<file path="config.mk">
export PLATFORM = sky130hd
export DESIGN_NAME = uartx_tx_top
export DESIGN_NICKNAME = d
export VERILOG_FILES = /design/src/core/uartx_pkg.sv /design/src/core/uartx_fifo_if.sv /design/src/core/uartx_fifo.sv /design/src/core/uartx_tx_top.sv
export VERILOG_INCLUDE_DIRS = /design/src /design/src/core
export SDC_FILE = /design/constraint.sdc
export NUM_CORES = 1
export LEC_CHECK = 0
export ABC_AREA = 0
export ABC_CLOCK_PERIOD_IN_PS = 18300
export BUFFER_PORTS_ARGS = -buffer_cell sky130_fd_sc_hd__buf_2
export CAP_MARGIN = 10
export CORE_ASPECT_RATIO = 1.75
export CORE_MARGIN = 2
export CORE_UTILIZATION = 40
export DETAILED_ROUTE_END_ITERATION = 16
export MAX_ROUTING_LAYER = met4
export SLEW_MARGIN = 10
export SYNTH_ARGS = -nofsm -noshare
export SYNTH_HDL_FRONTEND = slang
export SYNTH_SLANG_ARGS = --single-unit
export TNS_END_PERCENT = 30
</file>
<file path="constraint.sdc">
create_clock -name CORE_CLK -period 18.3 [get_ports CORE_CLK]
set_clock_uncertainty 0.05 [all_clocks]
set_input_delay 0.915 -clock CORE_CLK [delete_from_list [all_inputs] [get_ports CORE_CLK]]
set_output_delay 0.915 -clock CORE_CLK [all_outputs]
set_load 0.005 [all_outputs]
</file>
<file path="src/core/uartx_params.svh">
// register offsets, field positions, reset values and counts of the uart transmit path
`ifndef UARTX_PARAMS_SVH
`define UARTX_PARAMS_SVH

// register offsets on the 4-bit host address
`define UTX_A_THR       4'h0
`define UTX_A_IER       4'h1
`define UTX_A_ISR_FCR   4'h2
`define UTX_A_LCR       4'h3
`define UTX_A_MCR       4'h4
`define UTX_A_LSR       4'h5
`define UTX_A_DLL       4'h6
`define UTX_A_DLM       4'h7
`define UTX_A_DLD       4'h8
`define UTX_A_ENHANCED_MODE_REG      4'h9
`define UTX_A_TRG       4'ha

// field positions
`define UTX_IER_TXE     1
`define UTX_FCR_EN      0
`define UTX_FCR_TXRST   2
`define UTX_LCR_STOP    2
`define UTX_LCR_PEN     3
`define UTX_LCR_EVEN    4
`define UTX_LCR_STICK   5
`define UTX_LCR_BREAK   6
`define UTX_MCR_PRE4    7
`define UTX_ENHANCED_MODE_REG_16X    7
`define UTX_LSR_THRE    5
`define UTX_LSR_TEMT    6

// reset values
`define UTX_DLL_RST     8'h01
`define UTX_DLM_RST     8'h00
`define UTX_DLD_RST     4'h0
`define UTX_LCR_RST     8'h03
`define UTX_REG_RST     8'h00
`define UTX_TRG_RST     7'h10

// isr read codes
`define UTX_ISR_NONE    8'h01
`define UTX_ISR_TXE     8'h02
`define UTX_ISR_FIFO    8'hc0

// counts
`define UTX_FIFO_DEPTH  64
`define UTX_PRE4_LAST   2'h3
`define UTX_OS16_LAST   4'hf
`define UTX_OS8_LAST    4'h7
`define UTX_WLEN_BASE   3'h4

`endif

</file>
<file path="src/core/uartx_pkg.sv">
// types shared by the uart transmit path
package uartx_pkg;

    typedef enum logic [2:0] {
        TX_IDLE  = 3'b000,
        TX_START = 3'b001,
        TX_DATA  = 3'b010,
        TX_PAR   = 3'b011,
        TX_STOP  = 3'b100
    } uartx_txst_t;

    typedef struct packed {
        logic [7:0]  irq_enable_reg;
        logic [7:0]  lcr;
        logic [7:0]  modem_control_reg;
        logic [7:0]  dll;
        logic [7:0]  divisor_high_byte;
        logic [3:0]  divisor_fraction;
        logic [7:0]  enhanced_mode_reg;
        logic        fifo_en;
        logic [6:0]  trig;
        logic        wr_prev;
        logic [1:0]  pre_cnt;
        logic [16:0] brg_cnt;
        logic [3:0]  frac_acc;
        logic        extra;
        logic [3:0]  samp_cnt;
        uartx_txst_t st;
        logic [7:0]  shift;
        logic [2:0]  bit_idx;
        logic        par;
        logic [5:0]  cfg;
        logic        stop_idx;
        logic        txd;
        logic        txo;
        logic        irq;
        logic [7:0]  dout;
        logic        doe;
    } uartx_top_t;

endpackage : uartx_pkg

</file>
<file path="src/core/uartx_fifo_if.sv">
// fill and drain signals between the transmit logic and its fifo
`timescale 1ns/10ps
interface uartx_fifo_if #(parameter int WIDTH = 8, parameter int DEPTH = 64);
    localparam int CW = $clog2(DEPTH) + 1;
    logic [WIDTH-1:0] wdata;
    logic             wvalid;
    logic             wready;
    logic [WIDTH-1:0] rdata;
    logic             rvalid;
    logic             rready;
    logic             flush;
    logic [CW-1:0]    count;
    modport src   (output wdata, wvalid, rready, flush, input wready, rdata, rvalid, count);
    modport store (input wdata, wvalid, rready, flush, output wready, rdata, rvalid, count);
endinterface : uartx_fifo_if

</file>
<file path="src/core/uartx_fifo.sv">
// synchronous fifo with valid/ready on both sides and a fill count
`timescale 1ns/10ps
module uartx_fifo #(
    parameter int WIDTH = 8,
    parameter int DEPTH = 64
) (
    input wire logic   clk,    // core clock
    input wire logic   rst_n,  // synchronised reset, active low
    uartx_fifo_if.store fif    // fill and drain side
);
    localparam int AW = $clog2(DEPTH);

    typedef struct packed {
        logic [DEPTH-1:0][WIDTH-1:0] mem;
        logic [AW-1:0]               wptr;
        logic [AW-1:0]               rptr;
        logic [AW:0]                 count;
    } uartx_fst_t;

    uartx_fst_t q;
    uartx_fst_t d;
    logic       push;
    logic       pop;

    // handshakes; depth is a power of two so the pointers wrap by themselves
    always_comb
    begin
        d          = q;
        fif.wready = (q.count != (AW+1)'(DEPTH));
        fif.rvalid = (q.count != '0);
        fif.rdata  = q.mem[q.rptr];
        fif.count  = q.count;
        push       = fif.wvalid & fif.wready;
        pop        = fif.rready & fif.rvalid;
        if (push)
        begin
            d.mem[q.wptr] = fif.wdata;
            d.wptr        = q.wptr + 1'b1;
        end
        if (pop)
        begin
            d.rptr = q.rptr + 1'b1;
        end
        d.count = q.count + (AW+1)'(push) - (AW+1)'(pop);
        // a flush drops everything, including a push in the same cycle
        if (fif.flush)
        begin
            d.wptr  = '0;
            d.rptr  = '0;
            d.count = '0;
        end
    end

    // state register
    always_ff @(posedge clk or negedge rst_n)
    begin
        if (!rst_n)
        begin
            q <= '0;
        end
        else
        begin
            q <= d;
        end
    end

endmodule : uartx_fifo

</file>
<file path="src/core/uartx_tx_top.sv">
// transmit path of one uart channel: host registers, fractional baud generator, fifo and shifter
`timescale 1ns/10ps
`include "uartx_params.svh"

module uartx_tx_top
    import uartx_pkg::*;
(
    input  wire logic       CORE_CLK,  // core clock, 20 MHz
    input  wire logic       RSTN,      // asynchronous reset, active low
    input  wire logic       CS_N,      // chip select, active low
    input  wire logic       WR_N,      // write strobe, active low
    input  wire logic       RD_N,      // read strobe, active low
    input  wire logic [3:0] ADDR,      // register address
    input  wire logic [7:0] DIN,       // write data from host
    output logic      [7:0] DOUT,      // read data to host
    output logic            DOE,       // read data drive enable
    output logic            TXD,       // serial output, idle high
    output logic            IRQ        // transmit interrupt, active high: holder empty, or fifo fill below the trigger with the fifo on
);

    uartx_top_t q;
    uartx_top_t d;
    logic       rst_meta_q;
    logic       rst_ok_q;
    logic       wr_stb;
    logic       rd_act;
    logic       pre_tick;
    logic       samp_tick;
    logic       bit_tick;
    logic [16:0] brg_last;
    logic [4:0]  frac_sum;
    logic [2:0]  wlen_last;
    logic        hold_empty;
    logic        tx_empty;
    logic        irq_pend;

    uartx_fifo_if #(.WIDTH(8), .DEPTH(`UTX_FIFO_DEPTH)) fif ();

    // holding fifo between the host and the shifter
    uartx_fifo #(
        .WIDTH (8),
        .DEPTH (`UTX_FIFO_DEPTH)
    ) u_fifo (
        .clk   (CORE_CLK),
        .rst_n (rst_ok_q),
        .fif   (fif.store)
    );

    // reset release through two flops; the rest of the block uses rst_ok_q
    always_ff @(posedge CORE_CLK or negedge RSTN)
    begin
        if (!RSTN)
        begin
            rst_meta_q <= 1'b0;
            rst_ok_q   <= 1'b0;
        end
        else
        begin
            rst_meta_q <= 1'b1;
            rst_ok_q   <= rst_meta_q;
        end
    end

    // flags and interrupt request seen by the host
    always_comb
    begin
        hold_empty = (fif.count == '0);
        tx_empty   = hold_empty && (q.st == TX_IDLE);
        irq_pend   = q.irq_enable_reg[`UTX_IER_TXE] &&
                     (q.fifo_en ? (fif.count < q.trig) : hold_empty);
    end

    // main next-state logic
    always_comb
    begin
        d          = q;
        fif.wdata  = DIN;
        fif.wvalid = 1'b0;
        fif.rready = 1'b0;
        fif.flush  = 1'b0;
        brg_last   = 17'h00000;
        frac_sum   = 5'h00;
        wlen_last  = `UTX_WLEN_BASE + {1'b0, q.cfg[1:0]};

        // a write is taken once, on the first cycle the strobe is seen low
        wr_stb    = !CS_N && !WR_N && !q.wr_prev;
        rd_act    = !CS_N && !RD_N;
        d.wr_prev = !CS_N && !WR_N;

        if (wr_stb)
        begin
            unique case (ADDR)
                `UTX_A_THR:
                begin
                    // without the fifo only one byte is held; a write onto a full holder is dropped
                    fif.wvalid = q.fifo_en || hold_empty;
                end
                `UTX_A_IER:     d.irq_enable_reg  = DIN;
                `UTX_A_ISR_FCR:
                begin
                    d.fifo_en = DIN[`UTX_FCR_EN];
                    // switching the fifo on or off empties it, as does the reset bit
                    fif.flush = DIN[`UTX_FCR_TXRST] || (DIN[`UTX_FCR_EN] != q.fifo_en);
                end
                `UTX_A_LCR:     d.lcr  = DIN;
                `UTX_A_MCR:     d.modem_control_reg  = DIN;
                `UTX_A_DLL:     d.dll  = DIN;
                `UTX_A_DLM:     d.divisor_high_byte  = DIN;
                `UTX_A_DLD:     d.divisor_fraction  = DIN[3:0];
                `UTX_A_ENHANCED_MODE_REG:    d.enhanced_mode_reg = DIN;
                `UTX_A_TRG:     d.trig = DIN[6:0];
                default:        d.wr_prev = !CS_N && !WR_N;                 // read-only or unmapped
            endcase
        end

        // prescaler: every cycle, or one cycle in four
        pre_tick = 1'b1;
        if (q.modem_control_reg[`UTX_MCR_PRE4])
        begin
            d.pre_cnt = q.pre_cnt + 2'h1;
            pre_tick  = (q.pre_cnt == `UTX_PRE4_LAST);
        end
        else
        begin
            d.pre_cnt = 2'h0;
        end

        // baud generator: period is the integer divisor, stretched by one when the
        // fraction accumulator overflows, so the mean period is int + dld/16
        brg_last  = (({q.divisor_high_byte, q.dll} == 16'h0000) ? 17'h00001 : {1'b0, q.divisor_high_byte, q.dll})
                    + 17'(q.extra) - 17'h00001;
        samp_tick = pre_tick && (q.brg_cnt >= brg_last);
        if (pre_tick)
        begin
            d.brg_cnt = samp_tick ? 17'h00000 : q.brg_cnt + 17'h00001;
        end
        if (samp_tick)
        begin
            frac_sum   = {1'b0, q.frac_acc} + {1'b0, q.divisor_fraction};
            d.frac_acc = frac_sum[3:0];
            d.extra    = frac_sum[4];
        end

        // bit timing: 16 or 8 sampling ticks per bit
        bit_tick = samp_tick &&
                   (q.samp_cnt == (q.enhanced_mode_reg[`UTX_ENHANCED_MODE_REG_16X] ? `UTX_OS16_LAST : `UTX_OS8_LAST));
        if (samp_tick)
        begin
            d.samp_cnt = bit_tick ? 4'h0 : q.samp_cnt + 4'h1;
        end

        // character sequencer
        unique case (q.st)
            TX_IDLE:
            begin
                d.txd = 1'b1;
                if (fif.rvalid)
                begin
                    fif.rready = 1'b1;
                    d.shift    = fif.rdata;
                    d.cfg      = q.lcr[5:0];
                    d.par      = !q.lcr[`UTX_LCR_EVEN];
                    d.samp_cnt = 4'h0;
                    d.txd      = 1'b0;
                    d.st       = TX_START;
                end
            end
            TX_START:
            begin
                if (bit_tick)
                begin
                    d.txd     = q.shift[0];
                    d.par     = q.par ^ q.shift[0];
                    d.shift   = {1'b0, q.shift[7:1]};
                    d.bit_idx = 3'h0;
                    d.st      = TX_DATA;
                end
            end
            TX_DATA:
            begin
                if (bit_tick)
                begin
                    if (q.bit_idx == wlen_last)
                    begin
                        if (q.cfg[`UTX_LCR_PEN])
                        begin
                            // stick parity sends the inverse of the even select
                            d.txd = q.cfg[`UTX_LCR_STICK] ? !q.cfg[`UTX_LCR_EVEN] : q.par;
                            d.st  = TX_PAR;
                        end
                        else
                        begin
                            d.txd      = 1'b1;
                            d.stop_idx = 1'b0;
                            d.st       = TX_STOP;
                        end
                    end
                    else
                    begin
                        d.txd     = q.shift[0];
                        d.par     = q.par ^ q.shift[0];
                        d.shift   = {1'b0, q.shift[7:1]};
                        d.bit_idx = q.bit_idx + 3'h1;
                    end
                end
            end
            TX_PAR:
            begin
                if (bit_tick)
                begin
                    d.txd      = 1'b1;
                    d.stop_idx = 1'b0;
                    d.st       = TX_STOP;
                end
            end
            TX_STOP:
            begin
                if (bit_tick)
                begin
                    if (q.cfg[`UTX_LCR_STOP] && !q.stop_idx)
                    begin
                        d.stop_idx = 1'b1;
                    end
                    else
                    begin
                        d.st = TX_IDLE;
                    end
                end
            end
            default:
            begin
                d.st  = TX_IDLE;
                d.txd = 1'b1;
            end
        endcase

        // registered outputs; break is folded in ahead of the flop so the pin cannot glitch
        d.txo  = d.txd && !d.lcr[`UTX_LCR_BREAK];
        d.irq  = irq_pend;
        d.doe  = rd_act;
        d.dout = 8'h00;
        if (rd_act)
        begin
            unique case (ADDR)
                `UTX_A_IER:     d.dout = q.irq_enable_reg;
                `UTX_A_ISR_FCR: d.dout = (irq_pend ? `UTX_ISR_TXE : `UTX_ISR_NONE) |
                                         (q.fifo_en ? `UTX_ISR_FIFO : 8'h00);
                `UTX_A_LCR:     d.dout = q.lcr;
                `UTX_A_MCR:     d.dout = q.modem_control_reg;
                `UTX_A_LSR:     d.dout = {1'b0, tx_empty, hold_empty, 5'h00};
                `UTX_A_DLL:     d.dout = q.dll;
                `UTX_A_DLM:     d.dout = q.divisor_high_byte;
                `UTX_A_DLD:     d.dout = {4'h0, q.divisor_fraction};
                `UTX_A_ENHANCED_MODE_REG:    d.dout = q.enhanced_mode_reg;
                `UTX_A_TRG:     d.dout = {1'b0, q.trig};
                default:        d.dout = 8'h00;
            endcase
        end
    end

    // state register; divisor comes out of reset at exactly one
    always_ff @(posedge CORE_CLK or negedge rst_ok_q)
    begin
        if (!rst_ok_q)
        begin
            q      <= '0;
            q.dll  <= `UTX_DLL_RST;
            q.divisor_high_byte  <= `UTX_DLM_RST;
            q.divisor_fraction  <= `UTX_DLD_RST;
            q.lcr  <= `UTX_LCR_RST;
            q.irq_enable_reg  <= `UTX_REG_RST;
            q.modem_control_reg  <= `UTX_REG_RST;
            q.enhanced_mode_reg <= `UTX_REG_RST;
            q.trig <= `UTX_TRG_RST;
            q.st   <= TX_IDLE;
            q.txd  <= 1'b1;
            q.txo  <= 1'b1;
        end
        else
        begin
            q <= d;
        end
    end

    assign DOUT = q.dout;
    assign DOE  = q.doe;
    assign TXD  = q.txo;
    assign IRQ  = q.irq;

endmodule : uartx_tx_top

</file>
==> metrics.csv, run 1 <==
metric,value,unit
tns,0,ns
cp-start-kind,register,
setup_viol,0,
synth_edf_count,0,
hold_buffers,1,
yosysWarnings,0,
ys_ff_latch,656,
synth_top_area_share,0.514,
num_vias,18400,
clock_sinks,656,
syn_nets,2266,
track_usage,0.199,
synth_cell_type_count,77,
post_drt_wl_per_cell,23.8,um
port_buffers,27,
dieArea,81500,um^2
clkTransAtPathRegs,0.07,ns
area_growth_syn_to_layout,9.65,%
postCtsResizedCells,0,
finish.net_count,2234,
p_leak,0.0165,uW
internal_power,2370,uW
path_max_fanout,7,
die_h,376,um
outcome,"finished, final reports clean",
setup_slack,13.18,ns
final_cell_area,34700,um^2
finalHoldViolations,0,
syn_avg_cell_area,14.4,um^2
slew_headroom,0.247,
postCtsSetupRepairBufs,0,
fp.dieW,217,um
ant_nets,0,
grt_setup_unrepaired,no,
clkPwrFrac,0.409,
syn_area,31700,um^2
p_sw,790,uW
syn-instance-count,2203,
dp_hpwl,50600,um
crit_top_cell,ha_1,
synth_area_leaders,"dfrtp_1 51%, mux2_2 19%, mux4_2 10%",
async_reset_ff_frac,1.00,
pin_count,28,
crit_family,simple AND/OR/NAND/NOR gates,
finalCritPeriodShare,0.280,
switching_share,0.250,
ir_drop,0.0688,mV
power.density,91.1,nW/um^2
cts.path.max_buffers,3,
drv_slew,0,
drc,0,
drive_gt1_frac,0.426,
finalCriticalPeriod,5.12,ns
grt_pass1_vias,20100,
dp_slack,13.12,ns
cts_buffers,59,
vias_per_cell,5.64,
ys_seq_area_frac,0.519,
fillers,6986,
arrival,5.57,ns
drt-total-wl,77400,um
ctsRootBufferMaster,clkbuf_16,
drv_cap,0,
p_seq_frac,0.491,
crit_chain,or4_1 > nor4_1 > a31oi_1 > ha_1 > ha_1 > nand2_1 > nor3_1 > xnor2_1 > ha_1 > nand2_1 > nor4_1 > o211ai_1 > a21oi_1 > nor3b_1 > o31ai_1 > o2bb2ai_1,
grt_pass1_wl,122000,um
num_rows,136,
grt_overflow,0,
dr.pass1.iters,5,
max_slew.worst_pin.slew,1.12,ns
crit_required,18.75,ns
htreeDepth,2,
max_clock_freq,195,MHz
initial_core_util,0.404,
ys.flop_type,dfrtp_1,
crit_buf_inv,0,
dpl_cell_area,32700,um^2
pwr-share-comb,0.100,
core_area,78400,um^2
critical-path-slowest-cell,a21oi_1,
netlist_top_cells_count,"650 x dfrtp_1, 548 x mux2_2, 147 x mux4_2, 103 x clkbuf_1, 75 x nor2_1",
hold_path.class,reg2reg,
cp_slowest_stage_delay,0.79,ns
gp_congestion,0.874,
drtIter0Drc,1096,
grt_max_degree,174,
clkLatencyLatePin,0.61,ns
synth_area_leader_cell,dfrtp_1,
critPathCaptureType,register,
tritoncts,built,
synth_most_common_cell,dfrtp_1,
critPathKind,reg2reg,
antenna_found_initial,1,
state kept, by name, summed over array words and instances (netlist names):
signal / cells
rst_meta_q: 1
IRQ: 1
DOE: 1
u_fifo.q: 524
rst_ok_q: 1
u_fifo.fif.count: 7
TXD: 1
DOUT: 8
q: 112
cell type report:
class	instances	area [um^2]	area share
multi-input cells	1370	14500	0.418
clock inverters	23	302	0.00868
inverters	29	109	0.00313
well taps	1035	1290	0.0373
repair buffers	55	370	0.0107
flip-flops and latches	656	16400	0.473
diodes	1	2.50	0.0000721
clock buffers	83	1710	0.0491
stage by stage:
stage               power (uW)  hold slack, ns  utilization  cells
floorplan                 1800           0.281            -   2203
global placement          1890           0.288        0.417   3143
detailed placement        1900           0.292        0.417   3143
CTS                       3200           0.307        0.443   3250
global route              3300           0.319        0.443   3252
finish                    3170           0.303        0.443   3252
logic make-up after synthesis:
group / Yosys count / share of synthesized area
compound gates: 172 / 0.0356
xor+xnor: 46 / 0.0127
fa+ha+maj: 46 / 0.0186
buf+inv: 177 / 0.0241
flops: 656 / 0.519
mux: 766 / 0.325
other cells: 1 / 0.000118
simple gates: 339 / 0.0649
path summary, 6_finish.rpt:
kind,start,slack (ns),depth (start not counted),to
setup / recovery,q[84],13.18,16,q[22]
hold / removal,rst_meta_q,0.30,0,rst_ok_q
setup reg to reg,q[84],13.18,16,q[22]
hold reg to reg,rst_meta_q,0.30,0,rst_ok_q
max in group asynchronous,rst_ok_q,15.51,2,u_fifo.q[8]
min in group asynchronous,rst_ok_q,0.34,0,u_fifo.q[315]
power groups by stage:
stage	logic (uW)	clock network (uW)	registers, uW
finish	317	1300	1550
global route	365	1380	1560
CTS	324	1330	1550
detailed placement	322	0	1580
global placement	309	0	1580
floorplan	226	0	1580
metal layers:
layer	routed length [um]	up-vias	GRT usage	share of wire
met1	29100	9826	0.219	0.38
met4	3820	0	0.0903	0.049
met3	1870	167	0.0160	0.024
met2	42600	342	0.366	0.55
met5	0	-	-	0
li1	-	8021	-	-
placed cells by master (no fill, tap or decap), drive strengths merged, types with 5 or more instances in the layout:
cell	instances
and2	6
o22ai	6
a31oi	8
dfrtp	650
buf	53
nor4	8
bufinv	7
nand2b	19
xnor2	27
nor3	12
nand3	23
and3	10
or3	7
xor2	19
nand4	6
mux2i	28
nand2	96
a32oi	6
nor3b	6
nor2b	21
mux4	147
a22oi	15
o21ai	38
o32ai	7
dfstp	6
ha	44
clkbuf	84
mux2	591
nand3b	5
inv	30
a211oi	20
nor2	104
clkinv	12
a21oi	42
worst reg2reg max path, cell delays in order (launching register included):
cell and delay [ns]:
dfrtp_1 0.44, or4_1 0.61, nor4_1 0.29, a31oi_1 0.14
ha_1 0.25, ha_1 0.25, nand2_1 0.13, nor3_1 0.08
xnor2_1 0.15, ha_1 0.30, nand2_1 0.07, nor4_1 0.35
o211ai_1 0.27, a21oi_1 0.79, nor3b_1 0.55, o31ai_1 0.15
o2bb2ai_1 0.15
No activity file was read; power rests on OpenSTA's default activity.
==> run 2: changes to the inputs <==
--- a/config.mk
+++ b/config.mk
@@ -7,7 +7,7 @@
 export NUM_CORES = 1
 export LEC_CHECK = 0
 export ABC_AREA = 0
-export ABC_CLOCK_PERIOD_IN_PS = 18300
+export ABC_CLOCK_PERIOD_IN_PS = 5000
 export BUFFER_PORTS_ARGS = -buffer_cell sky130_fd_sc_hd__buf_2
 export CAP_MARGIN = 10
 export CORE_ASPECT_RATIO = 1.75
==> constraint.sdc (replaced) <==
create_clock -name CORE_CLK -period 5 [get_ports CORE_CLK]
set_clock_uncertainty 0.05 [all_clocks]
set_input_delay 0.25 -clock CORE_CLK [delete_from_list [all_inputs] [get_ports CORE_CLK]]
set_output_delay 0.25 -clock CORE_CLK [all_outputs]
set_load 0.005 [all_outputs]
==> metrics.csv, run 2 (synthesis gave the netlist of run 1 again) <==
metric,value,unit,change
final_common_cell,dfrtp_1,,unchanged
critical-path-slowest-cell,or4_1,,was a21oi_1
largest_reg_flops,524,,unchanged
htreeDepth,2,,unchanged
vias_per_cell,5.61,,was 5.64
num_vias,18400,,about the same
dp_hpwl,53300,um,was 50600 um
internal_power,8590,uW,was 2370 uW
core_area,78400,um^2,unchanged
final_cell_mix,"645 x dfrtp_1, 548 x mux2_2, 147 x mux4_2",,unchanged
holdWs,0.103,ns,was 0.303 ns
hold_path.class,in2reg,,was reg2reg
slew_headroom,0.255,,was 0.247
tritoncts,built,,unchanged
critPathKind,reg2reg,,unchanged
cp_slowest_stage_delay,0.62,ns,was 0.79 ns
p_sw,2970,uW,was 790 uW
crit_family,compound AO/OA/AOI/OAI gates,,was simple AND/OR/NAND/NOR gates
arrival,5.07,ns,was 5.57 ns
cts_buffers,60,,was 59
finalHoldViolations,0,,unchanged
drtIter0Drc,1036,,was 1096
dr.pass1.iters,4,,was 5
finalCritPeriodShare,0.923,,was 0.280
track_usage,0.205,,was 0.199
gp_congestion,0.909,,was 0.874
antenna_found_initial,0,,was 1
max_slew.worst_pin.slew,1.12,ns,about the same
grt_pass1_vias,20100,,about the same
finish.net_count,2258,,was 2234
grt_overflow,0,,unchanged
die_h,376,um,unchanged
initial_core_util,0.404,,unchanged
ir_drop,0.289,mV,was 0.0688 mV
port_buffers,27,,unchanged
path_max_fanout,9,,was 7
placedCellCount,3160,,was 3143
outcome,"finished, final reports clean",,unchanged
switching_share,0.257,,was 0.250
max_clock_freq,217,MHz,was 195 MHz
p_seq_frac,0.493,,was 0.491
ant_nets,0,,unchanged
grt_max_degree,109,,was 174
pwr-share-comb,0.102,,was 0.100
crit_top_cell,ha_1,,unchanged
post_drt_wl_per_cell,24.3,um,was 23.8 um
cp-start-kind,register,,unchanged
clock_sinks,656,,unchanged
drt-total-wl,79600,um,was 77400 um
largest_register,u_fifo.q,,unchanged
crit_chain,or4_1 > nor4_2 > a31oi_1 > ha_1 > ha_1 > nand2_1 > nor3_1 > xnor2_1 > ha_1 > a211oi_1 > o22ai_1 > o211ai_1 > a21oi_2 > a32oi_1 > or2_2 > mux2_2,,was or4_1 > nor4_1 > a31oi_1 > ha_1 > ha_1 > nand2_1 > nor3_1 > xnor2_1 > ha_1 > nand2_1 > nor4_1 > o211ai_1 > a21oi_1 > nor3b_1 > o31ai_1 > o2bb2ai_1
dieArea,81500,um^2,unchanged
crit_buf_inv,0,,unchanged
grt_setup_unrepaired,no,,unchanged
cts.path.max_buffers,3,,unchanged
finalCriticalPeriod,4.62,ns,was 5.12 ns
clkTransAtPathRegs,0.06,ns,was 0.07 ns
num_rows,136,,unchanged
clkLatencyLatePin,0.63,ns,was 0.61 ns
drv_slew,0,,unchanged
pin_count,28,,unchanged
power.density,331,nW/um^2,was 91.1 nW/um^2
crit_required,5.46,ns,was 18.75 ns
reg2reg_setup_slack,0.38,ns,was 13.18 ns
area_growth_syn_to_layout,10.4,%,was 9.65%
ctsRootBufferMaster,clkbuf_16,,unchanged
p_leak,0.0166,uW,was 0.0165 uW
final_util,0.446,,was 0.443
grt_pass1_wl,125000,um,was 122000 um
critPathCaptureType,register,,unchanged
drive_gt1_frac,0.430,,was 0.426
clkPwrFrac,0.406,,was 0.409
drc,0,,unchanged
fp.dieW,217,um,unchanged
setup_viol,0,,unchanged
instances_no_fill,3277,,was 3252
drv_cap,0,,unchanged
postCtsSetupRepairBufs,0,,unchanged
[run 2: cell count changes in the layout (fill, tap and decap cells not counted), sizes merged, moves of 2 or more]
| cell | change |
|---|---|
| bufinv | -4 |
| clkinvlp | -2 |
| buf | +17 |
| dlygate4sd3 | +6 |
| inv | +2 |
| clkbuf | +5 |
[run 2: power by group through the flow]
stage / Clock [uW] / Sequential, uW / Combinational [uW]
floorplan: 0 / 5770 / 826
global placement: 0 / 5790 / 1140
detailed placement: 0 / 5800 / 1180
CTS: 4810 / 5700 / 1190
global route: 5020 / 5720 / 1340
finish: 4690 / 5700 / 1170
[run 2: cell type report]
cell class                      instances  area, um^2
Fill cell                            6920       43500
Sequential cell                       656       16400
Multi-Input combinational cell       1370       14500
Clock buffer                           88        1780
Tap cell                             1035        1290
Timing Repair Buffer                   78         637
Clock inverter                         20         200
Inverter                               29         109
Antenna cell                            1        2.50
[run 2: layer usage]
layer | routed length [um] | up-vias | share of wire | global-route usage
met5 | 0 | - | 0 | -
met2 | 42900 | 315 | 0.54 | 0.369
li1 | - | 8084 | - | -
met4 | 4300 | 0 | 0.054 | 0.100
met3 | 1930 | 166 | 0.024 | 0.0182
met1 | 30500 | 9806 | 0.38 | 0.228
[run 2: final timing paths]
path	start	cells after the start	to
setup reg to reg	q[84]	16	q[24]
setup / recovery	q[84]	16	q[24]
hold reg to reg	rst_meta_q	0	rst_ok_q
hold / removal	DIN[5]	2	u_fifo.q[352]
max in group asynchronous	rst_ok_q	1	u_fifo.q[7]
min in group asynchronous	rst_ok_q	0	u_fifo.q[355]
[run 2: metrics by stage]
step	TNS, ns	instance area [um^2]	worst slack (ns)	power (uW)
detailed placement	0	32900	0.149	6970
floorplan	-903.70	31700	-1.39	6590
global route	0	35000	0.0523	12100
global placement	0	32900	0.143	6930
CTS	0	35000	0.129	11700
finish	0	35000	0.383	11600
[run 2: timing repair]
action | CTS | global route
gates resized for setup | 0 | 3
hold buffers | 7 | 0
endpoints found under the hold margin | 12 | 0
endpoints found under the setup margin | 0 | 14
==> run 3: changes to the inputs <==
--- a/config.mk
+++ b/config.mk
@@ -7,7 +7,7 @@
 export NUM_CORES = 1
 export LEC_CHECK = 0
 export ABC_AREA = 0
-export ABC_CLOCK_PERIOD_IN_PS = 5000
+export ABC_CLOCK_PERIOD_IN_PS = 5650
 export BUFFER_PORTS_ARGS = -buffer_cell sky130_fd_sc_hd__buf_2
 export CAP_MARGIN = 10
 export CORE_ASPECT_RATIO = 1.75
==> constraint.sdc (replaced) <==
create_clock -name CORE_CLK -period 5.65 [get_ports CORE_CLK]
set_clock_uncertainty 0.05 [all_clocks]
set_input_delay 0.2825 -clock CORE_CLK [delete_from_list [all_inputs] [get_ports CORE_CLK]]
set_output_delay 0.2825 -clock CORE_CLK [all_outputs]
set_load 0.005 [all_outputs]
==> metrics.csv, run 3 (synthesis gave the netlist of run 1 again) <==
metric,value,unit,change
finalCritPeriodShare,0.921,,was 0.923
hold_path.class,in2reg,,unchanged
critPathCaptureType,register,,unchanged
finish.net_count,2243,,was 2258
cp-start-kind,register,,unchanged
drc,0,,unchanged
tritoncts,built,,unchanged
finalHoldViolations,0,,unchanged
postCtsSetupRepairBufs,0,,unchanged
path_max_fanout,7,,was 9
antenna_found_initial,0,,unchanged
switching_share,0.251,,was 0.257
ir_drop,0.231,mV,was 0.289 mV
initial_core_util,0.404,,unchanged
dp_hpwl,50700,um,was 53300 um
die_h,376,um,unchanged
final_common_cell,dfrtp_1,,unchanged
reg2regPathDepth,16,,unchanged
vias_per_cell,5.60,,was 5.61
clkTransAtPathRegs,0.07,ns,was 0.06 ns
outcome,"finished, final reports clean",,unchanged
crit_required,6.11,ns,was 5.46 ns
drv_cap,0,,unchanged
clkLatencyLatePin,0.63,ns,about the same
grt_max_degree,129,,was 109
pin_count,28,,unchanged
p_total,10400,uW,was 11600 uW
ctsRootBufferMaster,clkbuf_16,,unchanged
clock_sinks,656,,unchanged
grt_overflow,0,,unchanged
num_rows,136,,unchanged
slew_headroom,0.273,,was 0.255
internal_power,7800,uW,was 8590 uW
cts_buffers,59,,was 60
holdWs,0.123,ns,was 0.103 ns
fillers,6890,,was 6920
power.density,298,nW/um^2,was 331 nW/um^2
p_leak,0.0166,uW,about the same
dp_slack,0.478,ns,was 0.149 ns
dieArea,81500,um^2,unchanged
pwr-share-comb,0.100,,was 0.102
dr.pass1.iters,5,,was 4
drt-total-wl,77500,um,was 79600 um
final_cell_mix,"645 x dfrtp_1, 548 x mux2_2, 147 x mux4_2",,unchanged
worst_r2r_endpoint,q[22],,was q[24]
track_usage,0.199,,was 0.205
reg2reg_setup_slack,0.45,ns,was 0.38 ns
p_seq_frac,0.483,,was 0.493
cts.path.max_buffers,3,,unchanged
timing.critical_path.from,q[84],,unchanged
diodes,0,,was 1
drv_slew,0,,unchanged
reg2reg_from,q[84],,unchanged
drive_gt1_frac,0.429,,was 0.430
final_util,0.446,,about the same
num_vias,18300,,was 18400
max_clock_freq,192,MHz,was 217 MHz
area_growth_syn_to_layout,10.5,%,was 10.4%
htreeDepth,2,,unchanged
grt_pass1_wl,121000,um,was 125000 um
largest_reg_flops,524,,unchanged
port_buffers,27,,unchanged
core_area,78400,um^2,unchanged
multi_input_area,14500,um^2,about the same
endpoint,q[22],,was q[24]
grt_setup_unrepaired,no,,unchanged
fp.dieW,217,um,unchanged
clkPwrFrac,0.417,,was 0.406
largest_register,u_fifo.q,,unchanged
grt_pass1_vias,19700,,was 20100
post_drt_wl_per_cell,23.8,um,was 24.3 um
drtIter0Drc,1219,,was 1036
setup_viol,0,,unchanged
seq_area,16400,um^2,unchanged
critPathKind,reg2reg,,unchanged
arrival,5.66,ns,was 5.07 ns
finalCriticalPeriod,5.20,ns,was 4.62 ns
gp_congestion,0.867,,was 0.909
setup_slack,0.448,ns,was 0.383 ns
ant_nets,0,,unchanged
p_sw,2620,uW,was 2970 uW
max_slew.worst_pin.slew,1.09,ns,was 1.12 ns
==> run 3: layout make-up <==
class | instances | share of cell area
clock buffers | 89 | 0.0523
well taps | 1035 | 0.0370
multi-input cells | 1370 | 0.415
flip-flops and latches | 656 | 0.470
clock inverters | 21 | 0.00811
inverters | 29 | 0.00311
repair buffers | 64 | 0.0151
==> run 3: critical path, stage by stage, from the launching register on <==
cell,delay [ns]
dfrtp_1,0.45
or4_1,0.63
nor4_1,0.30
a31oi_1,0.14
ha_1,0.25
ha_1,0.26
nand2_1,0.13
nor3_1,0.07
xnor2_1,0.13
ha_1,0.30
nand2_1,0.07
nor4_1,0.37
o211ai_1,0.49
a21oi_1,0.60
nor3b_1,0.53
o31ai_1,0.15
o2bb2ai_1,0.15
==> run 3: metal layers <==
metal	up-vias	GRT usage	wire length [um]
li1	8044	-	-
met1	9781	0.229	30600
met2	323	0.351	41200
met3	124	0.0203	2220
met4	0	0.0856	3540
met5	-	-	0
==> run 3: power groups by stage <==
stage	logic [uW]	clock network, uW	registers, uW
after floorplan	731	0	5100
after global placement	997	0	5120
after global routing	1170	4640	5060
after detailed placement	1040	0	5120
after CTS	1050	4450	5030
final	1040	4340	5030
==> run 3: worst min-delay path by stage <==
stage / start / end / slack, ns / cells after the start
after floorplan: RSTN / rst_meta_q / -0.06 / 0
after global placement: RSTN / rst_meta_q / 0.02 / 1
after detailed placement: RSTN / rst_meta_q / 0.03 / 1
after CTS: CS_N / DOUT[2] / 0.11 / 4
after global routing: CS_N / DOUT[2] / 0.14 / 4
final: CS_N / DOUT[2] / 0.12 / 4
==> run 3: timing repair <==
| item | 4_1_cts | 5_1_grt |
|---|---|---|
| hold buffers | 6 | 0 |
| endpoints found under the hold margin | 4 | 0 |
| gates resized for setup | 0 | 0 |
==> run 3: through the flow <==
stage	area [um^2]	cells	setup TNS [ns]
after floorplan	31700	2203	-482.50
after global placement	32800	3148	0
after detailed placement	32800	3148	0
after CTS	35000	3264	0
after global routing	35000	3264	0
final	35000	3264	0
